**config.mk**
```make
export PLATFORM = sky130hd
export DESIGN_NAME = wwd_top
export DESIGN_NICKNAME = d
export VERILOG_FILES = /design/src/hw/wwd_pkg.sv /design/src/hw/wwd_seq_if.sv /design/src/hw/wwd_tick.sv /design/src/hw/wwd_seq.sv /design/src/hw/wwd_top.sv
export SDC_FILE = /design/constraint.sdc
export NUM_CORES = 1
export LEC_CHECK = 0
export ABC_AREA = 1
export BUFFER_PORTS_ARGS = -buffer_cell sky130_fd_sc_hd__buf_2
export CAP_MARGIN = 20
export CORE_ASPECT_RATIO = 1.2
export CORE_MARGIN = 2
export CORE_UTILIZATION = 45
export DETAILED_ROUTE_END_ITERATION = 12
export MAX_ROUTING_LAYER = met4
export SYNTH_ARGS = -nofsm -noshare
export SYNTH_HDL_FRONTEND = slang
export SYNTH_HIERARCHICAL = 1
export SYNTH_SLANG_ARGS = --single-unit
```
**constraint.sdc**
```tcl
create_clock -name SYS_CLK -period 3.8 [get_ports SYS_CLK]
set_clock_uncertainty 0.2 [all_clocks]
set_input_delay 0.38 -clock SYS_CLK [delete_from_list [all_inputs] [get_ports SYS_CLK]]
set_output_delay 0.38 -clock SYS_CLK [all_outputs]
set_load 0.005 [all_outputs]
```
**src/hw/wwd_pkg.sv**
```systemverilog
// constants and types of the windowed watchdog
package wwd_pkg;
   localparam int CLK_PERIOD_NS = 5;
   localparam int CFG_WIN_NS = 1280;
   localparam int CFG_WIN_CYC = (CFG_WIN_NS + CLK_PERIOD_NS - 1) / CLK_PERIOD_NS;
   localparam logic [8:0] CFG_WIN_LOAD = 9'(CFG_WIN_CYC);
   localparam int IRQ_LEAD_NS = 640;
   localparam int IRQ_LEAD_CYC = (IRQ_LEAD_NS + CLK_PERIOD_NS - 1) / CLK_PERIOD_NS;
   localparam logic [7:0] IRQ_LEAD_LOAD = 8'(IRQ_LEAD_CYC);
   localparam logic [7:0] PRESC_LAST = 8'hFF;
   localparam logic [7:0] OFS_CS = 8'h00;
   localparam logic [7:0] OFS_CNT = 8'h04;
   localparam logic [7:0] OFS_TOVAL = 8'h08;
   localparam logic [7:0] OFS_WIN = 8'h0C;
   localparam int CS_EN = 0;
   localparam int CS_IRQ_EN = 1;
   localparam int CS_UPD = 2;
   localparam int CS_WIN_EN = 3;
   localparam int CS_SRC_LO = 4;
   localparam int CS_PRES = 6;
   localparam int CS_TST_LO = 7;
   localparam int CS_WAIT_EN = 9;
   localparam int CS_STOP_EN = 10;
   localparam int CS_DBG_EN = 11;
   localparam int CS_FLG = 12;
   localparam int CS_RUN = 13;
   localparam int CS_OPEN = 14;
   localparam logic [11:0] CS_RST = 12'h215;
   localparam logic [15:0] TOVAL_RST = 16'hFFFF;
   localparam logic [15:0] WIN_RST = 16'h0000;
   localparam logic [31:0] UNLOCK_WORD_ONE = 32'h0000_1ACE;
   localparam logic [31:0] UNLOCK_WORD_TWO = 32'h0000_2BDF;
   localparam logic [31:0] REFRESH_WORD_ONE = 32'h0000_3C11;
   localparam logic [31:0] REFRESH_WORD_TWO = 32'h0000_4D22;
   typedef enum logic [0:0] {SEQ_IDLE = 1'b0, SEQ_HALF = 1'b1} wwd_seq_e;
   typedef enum logic [1:0]
   {
      TEST_OFF = 2'b00,
      TEST_USER = 2'b01,
      TEST_LOW = 2'b10,
      TEST_HIGH = 2'b11
   } wwd_test_e;
endpackage

```
**src/hw/wwd_seq_if.sv**
```systemverilog
// carrier between the top and a two-word sequence detector
interface wwd_seq_if;
   logic wr;
   logic [31:0] data;
   logic abort;
   logic done;
   modport owner (output wr, output data, output abort, input done);
   modport seq (input wr, input data, input abort, output done);
endinterface

```
**src/hw/wwd_tick.sv**
```systemverilog
// clock source selection, synchronisers and prescaler for counter ticks
module wwd_tick
(
   input wire logic clk,
   input wire logic rst_n,
   input wire logic [3:0] src,
   input wire logic [1:0] sel,
   input wire logic div256,
   input wire logic run,
   output logic tick
);
   logic [3:0] rise;
   logic [7:0] pre_q;
   logic sel_rise;
   logic tick_q;
   genvar i;
   generate
      for (i = 0; i < 4; i++)
      begin : g_src
         logic s1_q;
         logic s2_q;
         logic s3_q;
         always_ff @(posedge clk or negedge rst_n)
            if (!rst_n)
            begin
               s1_q <= 1'b0;
               s2_q <= 1'b0;
               s3_q <= 1'b0;
            end
            else
            begin
               s1_q <= src[i];
               s2_q <= s1_q;
               s3_q <= s2_q;
            end
         assign rise[i] = s2_q & ~s3_q;
      end
   endgenerate
   assign sel_rise = rise[sel];
   always_ff @(posedge clk or negedge rst_n)
      if (!rst_n)
         pre_q <= 8'h00;
      else if (!run)
         pre_q <= 8'h00;
      else if (sel_rise)
         pre_q <= pre_q + 8'h01;
   always_ff @(posedge clk or negedge rst_n)
      if (!rst_n)
         tick_q <= 1'b0;
      else
         tick_q <= run & sel_rise & (~div256 | (pre_q == wwd_pkg::PRESC_LAST));
   assign tick = tick_q;
   chk_prescale_wrap: assert property (
      @(posedge clk) disable iff (!rst_n)
      (tick && $past(div256)) |-> ($past(pre_q) == wwd_pkg::PRESC_LAST))
      else $error("prescaled tick without full prescaler count");
endmodule // wwd_tick

```
**src/hw/wwd_seq.sv**
```systemverilog
// two-word write sequence detector
module wwd_seq
#(
   parameter logic [31:0] WORD_ONE = 32'h0000_0001,
   parameter logic [31:0] WORD_TWO = 32'h0000_0002
)
(
   input wire logic clk,
   input wire logic rst_n,
   wwd_seq_if.seq sif
);
   wwd_pkg::wwd_seq_e state_q;
   logic done_q;
   // abort or wrong word drops the half sequence
   always_ff @(posedge clk or negedge rst_n)
      if (!rst_n)
         state_q <= wwd_pkg::SEQ_IDLE;
      else if (sif.abort)
         state_q <= wwd_pkg::SEQ_IDLE;
      else if (sif.wr)
         state_q <= (sif.data == WORD_ONE) ? wwd_pkg::SEQ_HALF
                                           : wwd_pkg::SEQ_IDLE;
   // second word only counts after the first
   always_ff @(posedge clk or negedge rst_n)
      if (!rst_n)
         done_q <= 1'b0;
      else
         done_q <= ~sif.abort & sif.wr & (sif.data == WORD_TWO)
                   & (state_q == wwd_pkg::SEQ_HALF);
   assign sif.done = done_q;
   chk_pair_order: assert property (
      @(posedge clk) disable iff (!rst_n)
      sif.done |-> ($past(state_q) == wwd_pkg::SEQ_HALF)
                   && $past(sif.wr) && ($past(sif.data) == WORD_TWO))
      else $error("sequence completed without first word");
endmodule // wwd_seq

```
**src/hw/wwd_top.sv**
```systemverilog
// windowed watchdog: register port, configuration window, counter, reset
module wwd_top
(
   input wire logic SYS_CLK,
   input wire logic NRST,
   input wire logic [7:0] ADDR,
   input wire logic [31:0] WDATA,
   input wire logic WR,
   input wire logic RD,
   output logic [31:0] RDATA,
   input wire logic [3:0] CLK_SRC_IN,
   input wire logic WAIT_IN,
   input wire logic STOP_IN,
   input wire logic DEBUG_IN,
   output logic WDG_RESET,
   output logic WDG_IRQ
);
   logic [2:0] mode_s1_q;
   logic [2:0] mode_s2_q;
   logic [11:0] cs_q;
   logic [15:0] toval_q;
   logic [15:0] win_q;
   logic [15:0] cnt_q;
   logic [8:0] cfg_cnt_q;
   logic cs_wr_q;
   logic to_wr_q;
   logic wn_wr_q;
   logic irq_flag_q;
   logic running_q;
   logic lead_act_q;
   logic [7:0] lead_cnt_q;
   logic rst_q;
   logic irq_q;
   logic [31:0] rdata_q;
   logic tick;
   logic cfg_open;
   logic cfg_closing;
   logic wr_cs;
   logic wr_cnt;
   logic wr_to;
   logic wr_wn;
   logic cs_take;
   logic to_take;
   logic wn_take;
   logic suspend;
   logic counting;
   logic hit;
   logic to_evt;
   logic lead_end;
   logic ref_done;
   logic ref_bad;
   logic ref_ok;
   logic unl_done;
   logic irq_set;
   logic irq_clr;
   wwd_pkg::wwd_test_e test_mode;
   wwd_seq_if unl_if ();
   wwd_seq_if ref_if ();

   // mode pins come from other domains, so two stages first
   always_ff @(posedge SYS_CLK or negedge NRST)
      if (!NRST)
      begin
         mode_s1_q <= 3'h0;
         mode_s2_q <= 3'h0;
      end
      else
      begin
         mode_s1_q <= {DEBUG_IN, STOP_IN, WAIT_IN};
         mode_s2_q <= mode_s1_q;
      end

   assign wr_cs = WR && (ADDR == wwd_pkg::OFS_CS);
   assign wr_cnt = WR && (ADDR == wwd_pkg::OFS_CNT);
   assign wr_to = WR && (ADDR == wwd_pkg::OFS_TOVAL);
   assign wr_wn = WR && (ADDR == wwd_pkg::OFS_WIN);
   assign cfg_open = cfg_cnt_q != 9'h000;
   assign cfg_closing = cfg_cnt_q == 9'h001;
   assign cs_take = wr_cs & cfg_open & ~cs_wr_q;
   assign to_take = wr_to & cfg_open & ~to_wr_q;
   assign wn_take = wr_wn & cfg_open & ~wn_wr_q;

   // unlock and refresh words both arrive through the counter address
   assign unl_if.wr = wr_cnt;
   assign unl_if.data = WDATA;
   // no unlock once update is cleared
   assign unl_if.abort = ~cs_q[wwd_pkg::CS_UPD] | cfg_closing;
   // refresh words feed the second detector
   assign ref_if.wr = wr_cnt;
   assign ref_if.data = WDATA;
   assign ref_if.abort = ~running_q;
   assign unl_done = unl_if.done;
   assign ref_done = ref_if.done;

   wwd_seq #(
      .WORD_ONE(wwd_pkg::UNLOCK_WORD_ONE),
      .WORD_TWO(wwd_pkg::UNLOCK_WORD_TWO)
   ) u_unlock (
      .clk(SYS_CLK),
      .rst_n(NRST),
      .sif(unl_if.seq)
   );

   wwd_seq #(
      .WORD_ONE(wwd_pkg::REFRESH_WORD_ONE),
      .WORD_TWO(wwd_pkg::REFRESH_WORD_TWO)
   ) u_refresh (
      .clk(SYS_CLK),
      .rst_n(NRST),
      .sif(ref_if.seq)
   );

   wwd_tick u_tick (
      .clk(SYS_CLK),
      .rst_n(NRST),
      .src(CLK_SRC_IN),
      .sel(cs_q[wwd_pkg::CS_SRC_LO +: 2]),
      .div256(cs_q[wwd_pkg::CS_PRES]),
      .run(counting),
      .tick(tick)
   );

   always_ff @(posedge SYS_CLK or negedge NRST)
      if (!NRST)
         cfg_cnt_q <= wwd_pkg::CFG_WIN_LOAD;
      else if (unl_done)
         cfg_cnt_q <= wwd_pkg::CFG_WIN_LOAD;
      else if (cfg_open)
         cfg_cnt_q <= cfg_cnt_q - 9'h001;

   always_ff @(posedge SYS_CLK or negedge NRST)
      if (!NRST)
         cs_wr_q <= 1'b0;
      else if (cs_take)
         cs_wr_q <= 1'b1;
      else if (unl_done)
         cs_wr_q <= 1'b0;

   always_ff @(posedge SYS_CLK or negedge NRST)
      if (!NRST)
         to_wr_q <= 1'b0;
      else if (to_take)
         to_wr_q <= 1'b1;
      else if (unl_done)
         to_wr_q <= 1'b0;

   always_ff @(posedge SYS_CLK or negedge NRST)
      if (!NRST)
         wn_wr_q <= 1'b0;
      else if (wn_take)
         wn_wr_q <= 1'b1;
      else if (unl_done)
         wn_wr_q <= 1'b0;

   always_ff @(posedge SYS_CLK or negedge NRST)
      if (!NRST)
         cs_q <= wwd_pkg::CS_RST;
      else if (cs_take)
         cs_q <= WDATA[11:0];

   always_ff @(posedge SYS_CLK or negedge NRST)
      if (!NRST)
         toval_q <= wwd_pkg::TOVAL_RST;
      else if (to_take)
         toval_q <= WDATA[15:0];

   always_ff @(posedge SYS_CLK or negedge NRST)
      if (!NRST)
         win_q <= wwd_pkg::WIN_RST;
      else if (wn_take)
         win_q <= WDATA[15:0];

   always_ff @(posedge SYS_CLK or negedge NRST)
      if (!NRST)
         running_q <= 1'b0;
      else
         running_q <= cs_q[wwd_pkg::CS_EN];

   // low power and debug states may freeze the count
   assign suspend = (mode_s2_q[0] & ~cs_q[wwd_pkg::CS_WAIT_EN])
                  | (mode_s2_q[1] & ~cs_q[wwd_pkg::CS_STOP_EN])
                  | (mode_s2_q[2] & ~cs_q[wwd_pkg::CS_DBG_EN]);
   assign counting = running_q & ~suspend & ~rst_q;
   assign test_mode = wwd_pkg::wwd_test_e'(cs_q[wwd_pkg::CS_TST_LO +: 2]);

   // byte tests compare one counter byte only
   always_comb
   begin
      unique case (test_mode)
         wwd_pkg::TEST_OFF:  hit = cnt_q >= toval_q;
         wwd_pkg::TEST_USER: hit = cnt_q >= toval_q;
         wwd_pkg::TEST_LOW:  hit = cnt_q[7:0] >= toval_q[7:0];
         wwd_pkg::TEST_HIGH: hit = cnt_q[15:8] >= toval_q[15:8];
      endcase
   end

   // refresh below the window value counts as a fault
   assign ref_bad = ref_done & cs_q[wwd_pkg::CS_WIN_EN] & (cnt_q < win_q);
   assign ref_ok = ref_done & ~ref_bad;
   assign to_evt = counting & hit & ~lead_act_q;
   assign lead_end = lead_act_q & (lead_cnt_q == 8'h01);

   // refresh zeroes, disable holds the count
   always_ff @(posedge SYS_CLK or negedge NRST)
      if (!NRST)
         cnt_q <= 16'h0000;
      else if (ref_ok)
         cnt_q <= 16'h0000;
      else if (counting && tick && !hit)
         cnt_q <= cnt_q + 16'h0001;

   // interrupt lead time before the reset
   always_ff @(posedge SYS_CLK or negedge NRST)
      if (!NRST)
      begin
         lead_act_q <= 1'b0;
         lead_cnt_q <= 8'h00;
      end
      else if (to_evt && cs_q[wwd_pkg::CS_IRQ_EN])
      begin
         lead_act_q <= 1'b1;
         lead_cnt_q <= wwd_pkg::IRQ_LEAD_LOAD;
      end
      else if (lead_act_q && !lead_end)
         lead_cnt_q <= lead_cnt_q - 8'h01;

   // missed refresh ends in a sticky reset
   always_ff @(posedge SYS_CLK or negedge NRST)
      if (!NRST)
         rst_q <= 1'b0;
      else if ((to_evt && !cs_q[wwd_pkg::CS_IRQ_EN]) || lead_end || ref_bad)
         rst_q <= 1'b1;

   assign irq_set = to_evt & cs_q[wwd_pkg::CS_IRQ_EN];
   assign irq_clr = wr_cs & WDATA[wwd_pkg::CS_FLG];

   // set wins over a clear in the same cycle
   always_ff @(posedge SYS_CLK or negedge NRST)
      if (!NRST)
         irq_flag_q <= 1'b0;
      else if (irq_set)
         irq_flag_q <= 1'b1;
      else if (irq_clr)
         irq_flag_q <= 1'b0;

   always_ff @(posedge SYS_CLK or negedge NRST)
      if (!NRST)
         irq_q <= 1'b0;
      else
         irq_q <= (irq_flag_q | irq_set) & cs_q[wwd_pkg::CS_IRQ_EN];

   always_ff @(posedge SYS_CLK or negedge NRST)
      if (!NRST)
         rdata_q <= 32'h0000_0000;
      else if (RD)
      begin
         unique case (ADDR)
            wwd_pkg::OFS_CS:
               rdata_q <= {17'h00000, cfg_open, running_q, irq_flag_q, cs_q};
            wwd_pkg::OFS_CNT:   rdata_q <= {16'h0000, cnt_q};
            wwd_pkg::OFS_TOVAL: rdata_q <= {16'h0000, toval_q};
            wwd_pkg::OFS_WIN:   rdata_q <= {16'h0000, win_q};
            default:            rdata_q <= 32'h0000_0000;
         endcase
      end
      else
         rdata_q <= 32'h0000_0000;

   assign RDATA = rdata_q;
   assign WDG_RESET = rst_q;
   assign WDG_IRQ = irq_q;

   chk_toval_once: assert property (
      @(posedge SYS_CLK) disable iff (!NRST)
      (wr_to && to_wr_q && !unl_done) |=> (toval_q == $past(toval_q)))
      else $error("timeout register rewritten in one window");

   chk_win_once: assert property (
      @(posedge SYS_CLK) disable iff (!NRST)
      (wr_wn && (wn_wr_q || !cfg_open)) |=> (win_q == $past(win_q)))
      else $error("window register written when not allowed");

   chk_cs_once: assert property (
      @(posedge SYS_CLK) disable iff (!NRST)
      (wr_cs && cs_wr_q) |=> (cs_q == $past(cs_q)))
      else $error("control register rewritten in one window");

   chk_refresh_clear: assert property (
      @(posedge SYS_CLK) disable iff (!NRST)
      (ref_done && !cs_q[wwd_pkg::CS_WIN_EN]) |=> (cnt_q == 16'h0000))
      else $error("refresh did not clear the counter");

   chk_timeout_reset: assert property (
      @(posedge SYS_CLK) disable iff (!NRST)
      (to_evt && !cs_q[wwd_pkg::CS_IRQ_EN]) |=> WDG_RESET)
      else $error("timeout without reset");

   chk_irq_lead: assert property (
      @(posedge SYS_CLK) disable iff (!NRST)
      (irq_set && !rst_q) |=> WDG_IRQ && !WDG_RESET ##1 !WDG_RESET)
      else $error("reset did not wait behind interrupt");

   chk_cnt_read: assert property (
      @(posedge SYS_CLK) disable iff (!NRST)
      (RD && ADDR == wwd_pkg::OFS_CNT) |=> (RDATA[15:0] == $past(cnt_q)))
      else $error("counter read returned wrong value");

   chk_window_early: assert property (
      @(posedge SYS_CLK) disable iff (!NRST)
      ref_bad |=> WDG_RESET ##1 WDG_RESET)
      else $error("early refresh did not force reset");

   chk_irq_sticky: assert property (
      @(posedge SYS_CLK) disable iff (!NRST)
      (irq_set && irq_clr) |=> irq_flag_q)
      else $error("interrupt flag lost to simultaneous clear");

   chk_reset_sticky: assert property (
      @(posedge SYS_CLK) disable iff (!NRST)
      WDG_RESET |=> WDG_RESET)
      else $error("watchdog reset dropped before system reset");

   chk_unlock_reopen: assert property (
      @(posedge SYS_CLK) disable iff (!NRST)
      unl_done |=> (cfg_cnt_q == wwd_pkg::CFG_WIN_LOAD))
      else $error("unlock did not reopen the window");

   chk_closed_toval: assert property (
      @(posedge SYS_CLK) disable iff (!NRST)
      (wr_to && !cfg_open) |=> $stable(toval_q))
      else $error("timeout register written with window closed");

   chk_count_hold: assert property (
      @(posedge SYS_CLK) disable iff (!NRST)
      !counting |=> (cnt_q == $past(cnt_q)) || (cnt_q == 16'h0000))
      else $error("counter moved while not counting");
endmodule // wwd_top

```
==> metrics, run 1 <==
Port-buffer cells 68; TritonRoute pass-1 iters 5; max cap viols 0; WL per Instance 14.5 um; RSZ-0062 raised after global routing no; area after detailed placement 0.00820 sq mm; Max FO, Critical Path 20; Setup Crit Path Kind reg -> reg; post-CTS setup buffers 0; leak pwr 4.55 nW; clk sinks 132; setup TNS 0 ps; CP Data Required Time 3950 ps; share of flip-flops with an asynchronous set or reset 100%; CP bufs+invs 1; synth unique cells 46; All-Layer GR Usage 22.0%; top post-synthesis cells by area dfrtp_1, nand2_1, inv_1, dfstp_2, ha_1; first-pass GRT wire length 30200 um; CTS max path bufs 2; Crit path max-delay family simple AND/OR/NAND/NOR gates; Place WS 1120 ps; post-cts hold buffer count 9; Final nets 1107; largest net degree at the start of global routing 73; Crit path top cell by count nand2_1; post-synthesis sequential area ratio 42.9%; FILL cells 1658; Mapped Area 0.00777 sq mm; Starting Density 45.9%; Tcrit/Tclk final 70.6%; Root Driver clkbuf_16; fin util 52.8%; gate count of the mapped netlist 937; Yosys reg bits 132; Worst EP arrival 2840 ps; CP Cell Sequence ha_1, nand2_1, nor2_1, nor3_1, nand2_1, nand2_1, nand3_1, nand2_1, buf_4, nand3_1, nand2_1; outcome completed; worst hold slack 40.9 ps; cell taking the most area after synthesis dfrtp_1; fmax 373 MHz; register area 0.00333 sq mm; post-synth top area share 35.8%; layout cells sized above 1 21.7%; Iter 0 DRT Violations 338; Startpoint Class register; vias per cell 4.94; design area 0.00893 sq mm; most frequent cells in the layout nand2_1, inv_1, dfrtp_1; Tightest Pin Transition 904 ps; EDFF count, synth 0; post-CTS sizing 0; Worst setup EP type register; worst ir drop on vdd 0.297 mV; DIE AREA 0.0183 sq mm; chip width 124 um; synth warn 6; Worst-path clk slew 60 ps; io pins 85; H-tree levels 4; DRC Markers 0; Total Wirelength 18000 um; Slew Viols, Final 0; Mean Syn Cell Area 8.29 sq um; routed vias 6165; CP max stage cell dfrtp_1; DP Wirelength 13500 um; final antenna-violating net count 0; commonest non-fill, non-tap cell in the layout nand2_1; gp weighted congestion 0.877; row count 52; PD cells 370 mW/mm^2; Num CTS Buffers 17; Tmin final 2680 ps; diode count 0; later-pin clock latency in the skew report 420 ps; count of final setup violators 0; GRT overflow 0; chip height 148 um; Tightest Hold Check Type in -> reg; Syn-to-layout area delta 14.9%; Slew HR 39.5%; top_reg_cell synth dfrtp_1; vias in the first global route 6119; core footprint 0.0169 sq mm; Critical Path Max Stage Delay 560 ps; antenna violations before repair 0; CTS tree yes; Multi-input gate area 0.00361 sq mm; Final WS setup 1120 ps; Fin. Hold Viols 0
worst min-delay path, cell delays in order:
cell and delay [ps]:
buf_2 130, inv_1 90, o21ai_2 60
sequential cells by signal, summed over array words and instances (netlist names), 3 cells and up:
signal / count
RDATA: 16
cfg_cnt_q: 9
cnt_q: 16
cs_q: 12
lead_cnt_q: 8
mode_s1_q: 3
mode_s2_q: 3
toval_q: 16
u_tick/g_src.s1_q: 4
u_tick/g_src.s2_q: 4
u_tick/g_src.s3_q: 4
u_tick/pre_q: 8
win_q: 16
layout make-up:
type	count	area share, %
timing repair buffer	80	5.28
tap	216	3.03
multi-input combinational	624	40.4
clock inverter	11	1.95
clock buffer	21	5.16
sequential	132	37.3
inverter	163	6.88
cell usage after synthesis, types with 2 or more instances:
| cell type | number |
|---|---|
| or2_4 | 2 |
| nor3_1 | 10 |
| inv_2 | 12 |
| xnor2_1 | 2 |
| nor3_4 | 2 |
| dfstp_2 | 21 |
| nand4_1 | 9 |
| nor2_4 | 3 |
| dfrtp_1 | 111 |
| o21ai_0 | 13 |
| nor4_1 | 3 |
| buf_4 | 21 |
| nand3_2 | 16 |
| nand3b_1 | 2 |
| inv_1 | 149 |
| buf_6 | 9 |
| o21bai_1 | 2 |
| nor3_2 | 5 |
| o21ai_1 | 32 |
| buf_2 | 3 |
| nor2_2 | 7 |
| nand2_2 | 20 |
| nand3_4 | 2 |
| nand3_1 | 71 |
| o21ai_2 | 22 |
| ha_1 | 38 |
| a211oi_1 | 10 |
| a21oi_1 | 16 |
| nor2_1 | 98 |
| nand2_1 | 172 |
| o22ai_1 | 15 |
| nand2_4 | 5 |
| xor2_1 | 21 |
path summary, 6_finish.rpt:
path | slack, ps | end | startpoint | depth (start not counted)
hold reg to reg | 150 | u_tick/g_src[1].s2_q | u_tick/g_src[1].s1_q | 0
setup reg to reg | 1120 | cnt_q[0] | cnt_q[7] | 11
max in group asynchronous | 2230 | cs_q[9] | NRST | 3
min in group asynchronous | 340 | lead_cnt_q[1] | NRST | 2
setup / recovery | 1120 | cnt_q[0] | cnt_q[7] | 11
hold / removal | 40 | toval_q[14] | WDATA[14] | 3
cell families (layout without fill, tap and decap cells):
| logic type | after synthesis | after routing | synth area share [%] |
|---|---|---|---|
| other cells | 1 | 16 | 0.0483 |
| simple gates | 431 | 431 | 27.4 |
| fa+ha+maj | 38 | 38 | 6.12 |
| flops | 132 | 132 | 42.9 |
| compound gates | 116 | 116 | 9.49 |
| xor+xnor | 23 | 23 | 2.59 |
| buf+inv | 196 | 275 | 11.4 |
report_power, final:
part / leakage [nW] / internal, mW / switching (mW)
clock network: 0.300 / 1.14 / 0.616
registers: 1.71 / 1.42 / 0.00297
logic: 2.54 / 0.0411 / 0.0886
total: 4.55 / 2.60 / 0.708
metrics by stage:
stage,instances,total power [mW]
2_1_floorplan,952,1.50
3_3_place_gp,1206,1.57
3_5_place_dp,1206,1.57
4_1_cts,1247,3.34
5_1_grt,1247,3.41
6_report,1247,3.30
metal layers:
metal	global-route usage [%]	vias up	routed length (um)
met1	28.2	2884	8450
met2	34.3	121	8520
met4	9.27	0	584
met5	-	-	0
li1	-	3124	-
met3	3.90	36	473
(Power assumes the default switching activity.)
==> run 2, diff against run 1 <==
- clock period: 3.8 -> 2.6 ns (I/O delays scaled with it)
==> run 2 against run 1 <==
- sequential share of layout area fell by 1.0 points
- register-to-register slack got worse by 870 ps
- design area rose by 2.8%
- fmax up 14%
- clock power increased by 28%
- count of clock-buffer cells in the layout decreased by 1
- critical endpoint is now cnt_q[10]
- largest power group unchanged
- highest routed layer unchanged
==> metrics, run 2 (same netlist as run 1, synthesis figures left out) <==
Critical Path Max Stage Delay 440 ps (-120 ps); CP Cell Sequence ha_1, nand2_1, o21ai_0, a21oi_1, nand3_1, nand2_1, buf_4, nand3_1, nand2_1; All-Layer GR Usage 22.6% (+0.64 points); Root Driver clkbuf_16; Tightest Hold Check Type in -> reg; GRT overflow 0 (unchanged); Syn-to-layout area delta 18.2%; TritonRoute pass-1 iters 5 (unchanged); H-tree levels 4 (unchanged); leak pwr 4.66 nW (+2.5%); setup TNS 0 ps (unchanged); largest net degree at the start of global routing 72 (-1.4%); CP Data Required Time 2710 ps (-1240 ps); DP Wirelength 13800 um (+2.3%); DIE AREA 0.0183 sq mm (unchanged); Fin. Hold Viols 0 (unchanged); vias per cell 4.89 (-1.0%); CP max stage cell dfrtp_1; CTS tree yes; Worst setup EP type register; later-pin clock latency in the skew report 430 ps (about the same); Num CTS Buffers 17 (unchanged); count of final setup violators 0 (unchanged); io pins 85 (unchanged); Setup Crit Path Kind reg -> reg; commonest non-fill, non-tap cell in the layout nand2_1; RSZ-0062 raised after global routing no; most frequent cells in the layout nand2_1, inv_1, dfrtp_1; Startpoint Class register; Starting Density 45.9% (unchanged); Slew HR 55.9% (+16 points); Slew Viols, Final 0 (unchanged); DRC Markers 0 (unchanged); vias in the first global route 6172 (+0.87%); Max FO, Critical Path 32 (+60%); Port-buffer cells 68 (unchanged); Worst-path clk slew 60 ps (about the same); Total Wirelength 18500 um (+2.8%); PD cells 494 mW/mm^2 (+34%); Crit path top cell by count nand2_1; design area 0.00918 sq mm (+2.8%); Reg2Reg Setup Slack 250 ps (-870 ps); WL per Instance 14.5 um (+0.10%); max cap viols 0 (unchanged); final antenna-violating net count 0 (unchanged); antenna violations before repair 0 (unchanged); Worst EP arrival 2460 ps (-380 ps); worst ir drop on vdd 0.413 mV (+39%); first-pass GRT wire length 30900 um (+2.1%); gp weighted congestion 0.860 (-1.9%); layout cells sized above 1 22.2% (+0.45 points); chip width 124 um (unchanged); routed vias 6265 (+1.6%); core footprint 0.0169 sq mm (unchanged); area after detailed placement 0.00832 sq mm (+1.4%); Final nets 1140 (+3.0%); Iter 0 DRT Violations 352 (+4.1%); fmax 425 MHz (+14%); diode count 0 (unchanged); Tightest Pin Transition 661 ps (-243 ps); Tmin final 2350 ps (-330 ps); chip height 148 um (unchanged); CTS max path bufs 2 (unchanged); row count 52 (unchanged); outcome completed; Tcrit/Tclk final 90.5% (+20 points); clk sinks 132 (unchanged)
[run 2: timing repair]
| item | in CTS | in global routing |
|---|---|---|
| hold endpoints to repair | 95 | 0 |
| hold buffers | 30 | 0 |
| gates resized for setup | 0 | 1 |
| setup endpoints to repair | 0 | 8 |
| buffers inserted | 0 | 0 |
[run 2: final cells by class]
| cell class | count | area, sq um |
|---|---|---|
| inverters | 163 | 614 |
| fillers | 1621 | 7740 |
| flip-flops and latches | 132 | 3330 |
| multi-input cells | 624 | 3610 |
| clock buffers | 20 | 447 |
| repair buffers | 113 | 797 |
| well taps | 216 | 270 |
| clock inverters | 12 | 109 |
[run 2: metrics by stage]
step	hold slack [ps]	utilization, %	cells	setup WS (ps)	power, mW
finish	1.31	54.3	1280	248	4.54
global route	5.97	54.3	1280	52.8	4.70
CTS	0.784	54.2	1280	213	4.59
detailed placement	127	49.2	1218	225	2.30
global placement	125	49.2	1218	248	2.30
floorplan	-236	-	952	487	2.20
[run 2: path summary, 6_finish.rpt]
path	startpoint	end	depth (start not counted)
max	cnt_q[11]	cnt_q[10]	9
min	WDATA[9]	toval_q[9]	3
max reg2reg	cnt_q[11]	cnt_q[10]	9
min reg2reg	mode_s1_q[2]	mode_s2_q[2]	0
max in group asynchronous	NRST	toval_q[9]	3
min in group asynchronous	NRST	RDATA[0]	2
[run 2: per-layer routing]
metal	global-route usage, %	wire length (um)	vias up
met2	36.3	9080	123
met1	28.7	8460	2914
met5	-	0	-
li1	-	-	3201
met3	4.44	625	27
met4	7.64	361	0
[run 2: worst max-delay path, delay by kind of cell (launching register included)]
| kind | cells | cell delay (ps) |
|---|---|---|
| buf+inv | 1 | 240 |
| simple gates | 5 | 480 |
| flops | 1 | 440 |
| compound gates | 2 | 540 |
| fa+ha+maj | 1 | 320 |
[run 2: power by group]
group	total, mW	internal, mW	switching, mW
sequential	2.08	2.07	0.00473
combinational	0.218	0.0821	0.136
clock	2.24	1.34	0.906
